### src/six_ch_pkg.sv
package six_ch_pkg;

    // timing base
    localparam int CLK_MHZ = 100;
    localparam int BLANK_US = 20;
    localparam int BLANK_CYC = BLANK_US * CLK_MHZ;
    localparam int FILTER_US = 100;
    localparam int FILTER_CYC = FILTER_US * CLK_MHZ;
    localparam int OVL_WIN_US = 10;
    localparam int OVL_WIN_CYC = OVL_WIN_US * CLK_MHZ;
    localparam int OFF_BASE_US = 50;
    localparam int OFF_BASE_CYC = OFF_BASE_US * CLK_MHZ;
    localparam int PEAK_BASE_US = 100;
    localparam int PEAK_BASE_CYC = PEAK_BASE_US * CLK_MHZ;
    localparam int CNT_W = 24;

    localparam int NUM_CH = 6;
    localparam int NUM_REG = 3;
    localparam int LEVEL_W = 3;

    // serial frame layout
    localparam int FRAME_BITS = 16;
    localparam int CMD_LSB = 12;
    localparam int CMD_W = 4;
    localparam int DATA_W = 12;
    localparam int ONOFF_LSB = 6;
    localparam logic [3:0] CMD_ONOFF = 4'h1;
    localparam logic [3:0] CMD_GLOBAL = 4'h2;
    localparam logic [3:0] CMD_CH1 = 4'h4;
    localparam logic [3:0] CMD_CH2 = 4'h5;
    localparam logic [3:0] CMD_CH3 = 4'h6;

    // global command data bits
    localparam int GL_OR_BIT = 0;
    localparam int GL_LATCH_BIT = 1;
    localparam int GL_SIXTH_FAULT_OR_OVERTEMP_FLAG_BIT = 2;
    localparam int GL_HS_LSB = 3;

    // per-channel regulator command data fields
    localparam int RC_MODE_LSB = 0;
    localparam int RC_PEAK_LSB = 2;
    localparam int RC_HOLD_LSB = 5;
    localparam int RC_PTIME_LSB = 8;
    localparam int RC_OFFT_LSB = 10;
    localparam int RC_SEL_W = 2;
    localparam logic [1:0] MODE_ONOFF = 2'h0;
    localparam logic [1:0] MODE_HOLD = 2'h1;
    localparam logic [1:0] MODE_PH_MIN = 2'h2;
    localparam logic [1:0] MODE_PH_PROG = 2'h3;

    // register map (byte addresses)
    localparam logic [3:0] ADDR_FRAME = 4'h0;
    localparam logic [3:0] ADDR_STATUS = 4'h4;
    localparam logic [3:0] ADDR_CONFIG = 4'h8;
    localparam int ST_GATE_LSB = 0;
    localparam int ST_FAULT_LSB = 8;
    localparam int ST_OTBLK_LSB = 16;
    localparam int ST_DIEOT_BIT = 24;
    localparam int ST_FSHUT_BIT = 25;
    localparam int CF_ON_LSB = 0;
    localparam int CF_OR_BIT = 8;
    localparam int CF_LATCH_BIT = 9;
    localparam int CF_SIXTH_FAULT_OR_OVERTEMP_FLAG_BIT = 10;
    localparam int CF_HS_LSB = 12;
    localparam logic [2:0] HS_RESET = 3'h7;

    typedef enum logic [2:0] {
        PH_IDLE = 3'b001,
        PH_COND = 3'b010,
        PH_OFFT = 3'b100
    } phase_e;

endpackage

### src/six_channel_switch_control.sv
// The register addresses and register access over Avalon-MM were left to the implementer.
`timescale 1ns/1ps
module six_channel_switch_control #(
    parameter int FILTER_CYC = six_ch_pkg::FILTER_CYC,
    parameter int OFF_BASE_CYC = six_ch_pkg::OFF_BASE_CYC,
    parameter int PEAK_BASE_CYC = six_ch_pkg::PEAK_BASE_CYC
) (
    input wire logic ref_clk, // system clock
    input wire logic rst_n, // synchronous reset
    input wire logic [3:0] avs_address, // byte address
    input wire logic avs_read, // read request
    input wire logic avs_write, // write request
    input wire logic [31:0] avs_writedata, // write data
    input wire logic [3:0] avs_byteenable, // byte lanes
    output logic [31:0] avs_readdata, // read data
    output logic avs_waitrequest, // stall
    input wire logic [5:0] parIn, // parallel channel requests
    input wire logic forced_shutdown_input, // common shutdown, high = off
    input wire logic [5:0] overTemp, // per-channel sensor
    input wire logic dieHot, // logic-area sensor
    input wire logic [5:0] offFault, // open load or bypass while off
    input wire logic [2:0] currentAbove, // comparator, current over level
    input wire logic serCsN, // serial chip select, active low
    input wire logic serClk, // serial clock
    input wire logic serIn, // serial data in
    output logic serOut, // serial data out
    output logic serOutEnN, // low while serOut drives
    output logic [5:0] gateOut, // channel drive
    output logic [8:0] levelCode, // threshold code per regulated channel
    output logic [2:0] highSideSel, // channels four to six side select
    output logic [5:0] parallel_fault_outputs // diagnostic outputs
);
    import six_ch_pkg::*;

    if (FILTER_CYC < 1 || FILTER_CYC >= (1 << CNT_W) ||
        OFF_BASE_CYC < 1 || (OFF_BASE_CYC << 3) >= (1 << CNT_W) ||
        PEAK_BASE_CYC < 1 || (PEAK_BASE_CYC << 3) >= (1 << CNT_W)) begin : g_chk
        $error("timing parameter out of counter range");
    end

    typedef struct packed {
        logic [5:0] inS1, inS2;
        logic [5:0] otS1, otS2;
        logic [5:0] offS1, offS2;
        logic [2:0] abS1, abS2;
        logic fsS1, fsS2, hotS1, hotS2;
        logic csS1, csS2, sclkS1, sclkS2, siS1, siS2;
        logic csD, sclkD;
        logic [15:0] shift;
        logic [4:0] bitCnt;
        logic so;
        logic [15:0] lastFrame;
        logic [5:0] onBits;
        logic orMode, latchMode, diag6Ot;
        logic [2:0] highSide;
        logic [2:0][11:0] chCfg;
        logic [5:0] reqD, otBlock, gate, isOt, diag;
        logic [2:0] ovl, peak;
        phase_e [2:0] phase;
        logic [2:0][CNT_W-1:0] cnt, peakCnt, ovlCnt;
        logic [6:0][CNT_W-1:0] filtCnt;
        logic [6:0] filt;
        logic [2:0][2:0] level;
        logic ack;
        logic [31:0] rdata;
    } state_s;

    state_s s, next_s;
    logic [5:0] req, rise, cmd, otTrip;
    logic [6:0] raw;
    logic doCmd;
    logic [15:0] frm;
    logic [1:0] mode;
    logic [CNT_W-1:0] offCyc, peakCyc;

    localparam logic [CNT_W-1:0] BLANK_C = CNT_W'(BLANK_CYC);
    localparam logic [CNT_W-1:0] OVL_C = CNT_W'(OVL_WIN_CYC);
    localparam logic [CNT_W-1:0] FILT_C = CNT_W'(FILTER_CYC);
    localparam logic [CNT_W-1:0] ZERO_C = '0;

    always_comb begin
        next_s = s;
        req = '0;
        rise = '0;
        cmd = '0;
        otTrip = '0;
        raw = '0;
        doCmd = 1'b0;
        frm = s.lastFrame;
        mode = MODE_ONOFF;
        offCyc = '0;
        peakCyc = '0;

        // two-stage synchronisers for every pin except the bus ports and rst_n
        next_s.inS1 = parIn;
        next_s.inS2 = s.inS1;
        next_s.otS1 = overTemp;
        next_s.otS2 = s.otS1;
        next_s.offS1 = offFault;
        next_s.offS2 = s.offS1;
        next_s.abS1 = currentAbove;
        next_s.abS2 = s.abS1;
        next_s.fsS1 = forced_shutdown_input;
        next_s.fsS2 = s.fsS1;
        next_s.hotS1 = dieHot;
        next_s.hotS2 = s.hotS1;
        next_s.csS1 = serCsN;
        next_s.csS2 = s.csS1;
        next_s.sclkS1 = serClk;
        next_s.sclkS2 = s.sclkS1;
        next_s.siS1 = serIn;
        next_s.siS2 = s.siS1;
        next_s.csD = s.csS2;
        next_s.sclkD = s.sclkS2;

        // serial port: sample on rising, shift out on falling, MSB first
        if (s.csD && !s.csS2) begin
            next_s.shift = {s.filt[6], 3'h0, s.otBlock, s.filt[5:0]};
            next_s.so = s.filt[6];
            next_s.bitCnt = '0;
        end else if (!s.csS2 && s.sclkS2 && !s.sclkD) begin
            next_s.shift = {s.shift[14:0], s.siS2};
            if (s.bitCnt != 5'h1f) begin
                next_s.bitCnt = s.bitCnt + 5'h01;
            end
        end else if (!s.csS2 && !s.sclkS2 && s.sclkD) begin
            next_s.so = s.shift[15];
        end

        // bus slave: one wait state, action at the edge waitrequest is low
        next_s.ack = (avs_read || avs_write) && !s.ack;
        if (avs_read && !s.ack) begin
            case (avs_address)
                ADDR_FRAME: next_s.rdata = {16'h0000, s.lastFrame};
                ADDR_STATUS: begin
                    next_s.rdata = '0;
                    next_s.rdata[ST_GATE_LSB +: NUM_CH] = s.gate;
                    next_s.rdata[ST_FAULT_LSB +: NUM_CH] = s.filt[5:0];
                    next_s.rdata[ST_OTBLK_LSB +: NUM_CH] = s.otBlock;
                    next_s.rdata[ST_DIEOT_BIT] = s.filt[6];
                    next_s.rdata[ST_FSHUT_BIT] = s.fsS2;
                end
                ADDR_CONFIG: begin
                    next_s.rdata = '0;
                    next_s.rdata[CF_ON_LSB +: NUM_CH] = s.onBits;
                    next_s.rdata[CF_OR_BIT] = s.orMode;
                    next_s.rdata[CF_LATCH_BIT] = s.latchMode;
                    next_s.rdata[CF_SIXTH_FAULT_OR_OVERTEMP_FLAG_BIT] = s.diag6Ot;
                    next_s.rdata[CF_HS_LSB +: 3] = s.highSide;
                end
                default: next_s.rdata = '0;
            endcase
        end
        if (avs_write && s.ack && avs_address == ADDR_FRAME) begin
            doCmd = 1'b1;
            if (avs_byteenable[0]) begin
                frm[7:0] = avs_writedata[7:0];
            end
            if (avs_byteenable[1]) begin
                frm[15:8] = avs_writedata[15:8];
            end
        end
        // a complete serial frame wins over a bus write in the same cycle
        if (s.csS2 && !s.csD && s.bitCnt == 5'(FRAME_BITS)) begin
            doCmd = 1'b1;
            frm = s.shift;
        end

        if (doCmd) begin
            next_s.lastFrame = frm;
            case (frm[CMD_LSB +: CMD_W])
                CMD_ONOFF: next_s.onBits = frm[ONOFF_LSB +: NUM_CH];
                CMD_GLOBAL: begin
                    next_s.orMode = frm[GL_OR_BIT];
                    next_s.latchMode = frm[GL_LATCH_BIT];
                    next_s.diag6Ot = frm[GL_SIXTH_FAULT_OR_OVERTEMP_FLAG_BIT];
                    next_s.highSide = frm[GL_HS_LSB +: 3];
                end
                CMD_CH1: next_s.chCfg[0] = frm[DATA_W-1:0];
                CMD_CH2: next_s.chCfg[1] = frm[DATA_W-1:0];
                CMD_CH3: next_s.chCfg[2] = frm[DATA_W-1:0];
                default: ;
            endcase
        end

        for (int i = 0; i < NUM_CH; i++) begin
            req[i] = s.orMode ? (s.inS2[i] | s.onBits[i])
                              : (s.inS2[i] & s.onBits[i]);
            rise[i] = req[i] & ~s.reqD[i];
            next_s.reqD[i] = req[i];
            otTrip[i] = s.otS2[i] & s.gate[i];
            if (otTrip[i]) begin
                next_s.otBlock[i] = 1'b1;
            end else if (s.latchMode ? rise[i] : !s.otS2[i]) begin
                next_s.otBlock[i] = 1'b0;
            end
            cmd[i] = req[i] & ~s.fsS2 & ~s.otBlock[i] & ~otTrip[i];
            next_s.gate[i] = cmd[i];
            raw[i] = req[i] ? (s.otBlock[i] | otTrip[i]) : s.offS2[i];
            next_s.isOt[i] = req[i] & (s.otBlock[i] | otTrip[i]);
        end

        for (int i = 0; i < NUM_REG; i++) begin
            mode = s.chCfg[i][RC_MODE_LSB +: RC_SEL_W];
            offCyc = CNT_W'(OFF_BASE_CYC) << s.chCfg[i][RC_OFFT_LSB +: RC_SEL_W];
            peakCyc = CNT_W'(PEAK_BASE_CYC) << s.chCfg[i][RC_PTIME_LSB +: RC_SEL_W];
            if (!req[i]) begin
                next_s.ovl[i] = 1'b0;
            end
            if (mode == MODE_ONOFF || !cmd[i]) begin
                next_s.phase[i] = PH_IDLE;
                next_s.peak[i] = 1'b0;
            end else begin
                case (s.phase[i])
                    PH_IDLE: begin
                        next_s.phase[i] = PH_COND;
                        next_s.cnt[i] = BLANK_C;
                        next_s.peak[i] = (mode != MODE_HOLD);
                        next_s.peakCnt[i] = peakCyc;
                        next_s.ovlCnt[i] = OVL_C;
                    end
                    PH_COND: begin
                        if (s.ovlCnt[i] != ZERO_C) begin
                            next_s.ovlCnt[i] = s.ovlCnt[i] - 1'b1;
                            if (s.abS2[i]) begin
                                next_s.ovl[i] = 1'b1;
                            end
                        end
                        if (s.cnt[i] != ZERO_C) begin
                            next_s.cnt[i] = s.cnt[i] - 1'b1;
                        end else if (s.abS2[i]) begin
                            next_s.phase[i] = PH_OFFT;
                            next_s.cnt[i] = offCyc;
                            if (mode == MODE_PH_MIN) begin
                                next_s.peak[i] = 1'b0;
                            end
                        end
                    end
                    PH_OFFT: begin
                        if (s.cnt[i] != ZERO_C) begin
                            next_s.cnt[i] = s.cnt[i] - 1'b1;
                        end else begin
                            next_s.phase[i] = PH_COND;
                            next_s.cnt[i] = BLANK_C;
                        end
                    end
                    default: next_s.phase[i] = PH_IDLE;
                endcase
                // peak time runs from turn-on across conduct and off phases
                if (mode == MODE_PH_PROG && s.phase[i] != PH_IDLE && s.peak[i]) begin
                    if (s.peakCnt[i] != ZERO_C) begin
                        next_s.peakCnt[i] = s.peakCnt[i] - 1'b1;
                    end else begin
                        next_s.peak[i] = 1'b0;
                    end
                end
            end
            if (mode != MODE_ONOFF) begin
                next_s.gate[i] = cmd[i] && next_s.phase[i] == PH_COND;
            end
            next_s.level[i] = next_s.peak[i] ? s.chCfg[i][RC_PEAK_LSB +: LEVEL_W]
                                             : s.chCfg[i][RC_HOLD_LSB +: LEVEL_W];
            raw[i] = raw[i] | (req[i] & s.ovl[i]);
        end
        raw[6] = s.hotS2;

        // filter: a fault must last the whole filter time; drops at once when gone
        for (int k = 0; k <= NUM_CH; k++) begin
            if (raw[k]) begin
                if (s.filtCnt[k] != FILT_C) begin
                    next_s.filtCnt[k] = s.filtCnt[k] + 1'b1;
                end
            end else begin
                next_s.filtCnt[k] = '0;
            end
            next_s.filt[k] = raw[k] && s.filtCnt[k] == FILT_C;
        end

        for (int i = 0; i < NUM_CH; i++) begin
            next_s.diag[i] = s.reqD[i] ^ s.filt[i];
        end
        if (s.diag6Ot) begin
            next_s.diag[5] = ~(|(s.filt[5:0] & s.isOt) | s.filt[6]);
        end

        if (!rst_n) begin
            next_s = '0;
            next_s.highSide = HS_RESET;
            for (int i = 0; i < NUM_REG; i++) begin
                next_s.phase[i] = PH_IDLE;
            end
            next_s.csS1 = 1'b1;
            next_s.csS2 = 1'b1;
            next_s.csD = 1'b1;
        end
    end

    always_ff @(posedge ref_clk) begin
        s <= next_s;
    end

    assign avs_waitrequest = (avs_read || avs_write) && !s.ack;
    assign avs_readdata = s.rdata;
    assign serOut = s.so;
    assign serOutEnN = s.csS2;
    assign gateOut = s.gate;
    assign levelCode = {s.level[2], s.level[1], s.level[0]};
    assign highSideSel = s.highSide;
    assign parallel_fault_outputs = s.diag;

endmodule

### config.mk
export PLATFORM = sky130hd
export DESIGN_NAME = six_channel_switch_control
export DESIGN_NICKNAME = d
export VERILOG_FILES = /design/src/six_ch_pkg.sv /design/src/six_channel_switch_control.sv
export SDC_FILE = /design/constraint.sdc
export NUM_CORES = 1
export LEC_CHECK = 0
export BUFFER_PORTS_ARGS = -buffer_cell sky130_fd_sc_hd__buf_4
export CELL_PAD_IN_SITES_DETAIL_PLACEMENT = 1
export CELL_PAD_IN_SITES_GLOBAL_PLACEMENT = 2
export CORE_ASPECT_RATIO = 1.25
export CORE_MARGIN = 2
export CORE_UTILIZATION = 30
export DETAILED_ROUTE_END_ITERATION = 8
export HOLD_SLACK_MARGIN = 0.15
export PLACE_DENSITY = 0.62
export SLEW_MARGIN = 20
export SYNTH_ARGS = -nofsm -noshare
export SYNTH_HDL_FRONTEND = slang
export SYNTH_SLANG_ARGS = --single-unit
### constraint.sdc
create_clock -name ref_clk -period 3.3 [get_ports ref_clk]
set_input_delay 0.66 -clock ref_clk [delete_from_list [all_inputs] [get_ports ref_clk]]
set_output_delay 0.66 -clock ref_clk [all_outputs]
set_load 0.02 [all_outputs]
==> impl_metrics.py <==
metrics = {
    "setup_path": {
        "crit_family": "simple AND/OR/NAND/NOR gates",
        "path_buf_inv": 1,
        "endpoint_kind": "flip-flop",
        "worstReg2RegEnd": "levelCode[0]",
        "endpoint": "levelCode[0]",
        "worstPathRequired_ps": 3870,
        "crit_cells": 8,
        "slowest_delay_ps": 650,
        "crit_start": "s[361]",
        "r2r_slack_ps": 280,
        "startpoint_type": "flip-flop",
        "slowest_stage": "or4b_2",
        "r2r_start": "s[361]",
        "path_class": "reg -> reg",
        "rr_worst_depth": 8,
        "cp.arrival_ps": 3590,
        "crit_fanout": 9,
        "path_cells": "inv_1 -> ha_1 -> or4b_2 -> nor4_2 -> nand2_1 -> o311ai_0 -> o21bai_1 -> mux2i_1",
    },
    "logic_synthesis": {
        "synth_compound_area_share_pct": 11.8,
        "synthesis.area_mm2": 0.0290,
        "synth_largest_area_cell": "dfxtp_1",
        "ys_seq_area_share_pct": 42.1,
        "synthMuxAreaShare_pct": 2.45,
        "synth_top_cells_by_count": "dfxtp_1 (610), nor2_1 (485), nand2_1 (278)",
        "yosys_warnings": 0,
        "synth_edf_count": 0,
        "yosys-top-cells-area": "dfxtp_1 (42%), nor2_1 (6.3%), xor2_1 (4.4%), xnor2_1 (3.9%), nand2_1 (3.6%)",
        "yosysTopAreaCellShare_pct": 42.1,
        "synthAdderAreaFrac_pct": 3.06,
        "synth_seq_cells": 610,
        "synth_cell_type_count": 95,
        "synth_ff_type": "dfxtp_1",
        "synth-xor-area-share_pct": 8.28,
        "synth_top_family_by_area": "simple AND/OR/NAND/NOR gates",
        "avgSynthCellArea_um2": 8.47,
        "synth_async_sr_flop_share_pct": 0,
        "syn_inst": 3423,
        "synthSimpleGateAreaFrac_pct": 27.6,
        "yosysMostFrequentCell": "dfxtp_1",
    },
    "job": {
        "drv_cap": 0,
    },
    "timing": {
        "timing.final.crit_share_pct": 91.6,
        "tightest_slew_ps": 982,
        "drv_slew": 0,
        "finClkSkew_ps": 34.4,
        "rsz0062_at_grt": "no",
        "finalHoldViolCount": 0,
        "fmax_ghz": 0.331,
        "finalSetupViolCount": 0,
        "relSlewSlack_pct": 34.6,
        "setup_tns_ps": 0,
        "period_minus_slack_ps": 3020,
    },
    "clock_network": {
        "numCtsBuffers": 74,
        "cts_hold_buffers": 0,
        "numClockSinks": 610,
        "cts_resized": 0,
        "path_clk_slew_ps": 60,
        "cts-root-buf": "clkbuf_16",
        "postCtsSetupBuffers": 0,
        "clock_path_buffers": 3,
        "cts_tree": "yes",
        "htreeDepth": 3,
        "clk_latency_ps": 660,
    },
    "placed_design": {
        "io_buffer_count": 102,
        "dp_hpwl_um": 69900,
        "gp_congestion": 0.831,
        "place_inst": 4728,
    },
    "floorplan": {
        "die_h_um": 352,
        "ios": 129,
        "core_mm2": 0.0958,
        "initial_utilization_pct": 30.3,
        "fp-row-count": 127,
        "die-area_mm2": 0.0991,
        "die_w_um": 282,
    },
    "pwr": {
        "p_per_area_mw_per_mm2": 487,
        "power_mw": 16.5,
        "p_leak_nw": 12.4,
        "vdd_drop_max_v": 0.000338,
    },
    "routing": {
        "via_per_inst": 5.20,
        "ant_nets": 0,
        "routedWlPerCell_um": 19.6,
        "vias": 25300,
        "drt-initial-drc-count": 989,
        "drc": 0,
        "wirelength_um": 95300,
        "drt_first_pass_iters": 5,
    },
    "layout": {
        "fin_nets": 3650,
        "syn2layout_area_growth_pct": 16.7,
        "multi_input_area_mm2": 0.0155,
        "final_core_util_pct": 35.3,
        "n_antenna_cell": 0,
        "drive_gt1_share_pct": 11.1,
        "n_fill_cell": 11200,
        "seqCellArea_mm2": 0.0122,
        "instances_no_fill": 4862,
    },
    "global_route": {
        "grt_pass1_vias": 26500,
        "overflow": 0,
        "grt_pass1_wl_um": 150000,
        "grt_start_max_net_pins": 73,
        "grt_usage_pct": 19.1,
        "antenna_found_initial": 4,
    },
    "worst_hold_path": {
        "hold_path.class": "in -> reg",
    },
    "status": {
        "status": "finished clean",
    },
}
flip-flops by register name, summed over array words and instances, names as in the netlist:
signal,cells
serOutEnN,1
serOut,1
s,557
gateOut,6
mode,2
highSideSel,3
avs_readdata,24
raw,1
levelCode,9
parallel_fault_outputs,6
placed cells by master, fill, tap and decap left out, types with 14 or more instances in the layout:
cell type	netlist	routed
or4_1	41	41
o21ai_0	101	101
nor4b_1	21	19
nand2_1	278	278
nor3b_1	19	19
dfxtp_1	610	610
a222oi_1	15	15
clkbuf_16	0	74
a31oi_1	22	22
and2_1	69	69
o211ai_1	21	21
xnor2_1	130	130
a21oi_1	184	184
or3_1	44	44
a22oi_1	23	23
a2bb2oi_1	14	14
xor2_1	144	144
ha_1	66	66
inv_1	97	96
mux2i_1	62	62
nor4_1	101	101
clkbuf_8	0	15
clkbuf_1	109	16
nand2b_1	21	21
nor3_1	108	107
nor2_1	485	485
and4_1	21	21
and3_1	51	51
nand4_1	66	66
nand3_1	165	165
buf_4	56	200
routing by layer:
metal / global-route usage, % / up-vias / routed length [µm]
met5: 0 / - / 22
met4: 6.43 / 4 / 2650
met3: 2.73 / 163 / 3130
met2: 33.8 / 385 / 47100
met1: 23.7 / 12500 / 42400
li1: - / 12200 / -
through the flow:
step	area, µm²	hold slack (ps)	worst slack (ps)
global route	33800	185	14.5
CTS	33800	168	245
floorplan	29000	386	551
global placement	31300	396	121
detailed placement	31300	405	116
finish	33800	199	277
cells by family after synthesis:
group	after synthesis
flip-flops	610
other	1
AND/OR/NAND/NOR	1579
multiplexers	70
adder cells (fa/ha/maj)	72
buffers and inverters	294
AO/OA/AOI/OAI	523
XOR/XNOR	274
worst min-delay path by stage:
stage / from / end / slack (ps) / cells after the start
5_1_grt: serCsN / s[571] / 190 / 2
6_report: serCsN / s[571] / 200 / 2
3_5_place_dp: s[571] / serOutEnN / 410 / 1
4_1_cts: serCsN / s[571] / 170 / 2
2_1_floorplan: s[571] / serOutEnN / 390 / 1
3_3_place_gp: s[571] / serOutEnN / 400 / 1
power breakdown:
group	internal, mW	switching, mW
sequential	7.40	0.0236
combinational	0.103	0.220
clock	5.23	3.50
cell type report:
class                   instances  share of cell area [%]
repair buffers                205                    4.71
inverters                      97                    1.08
multi-input cells            2526                    45.7
flip-flops and latches        610                    36.1
clock buffers                 105                    6.26
clock inverters                29                    1.36
well taps                    1290                    4.77
(Power assumes the default switching activity.)
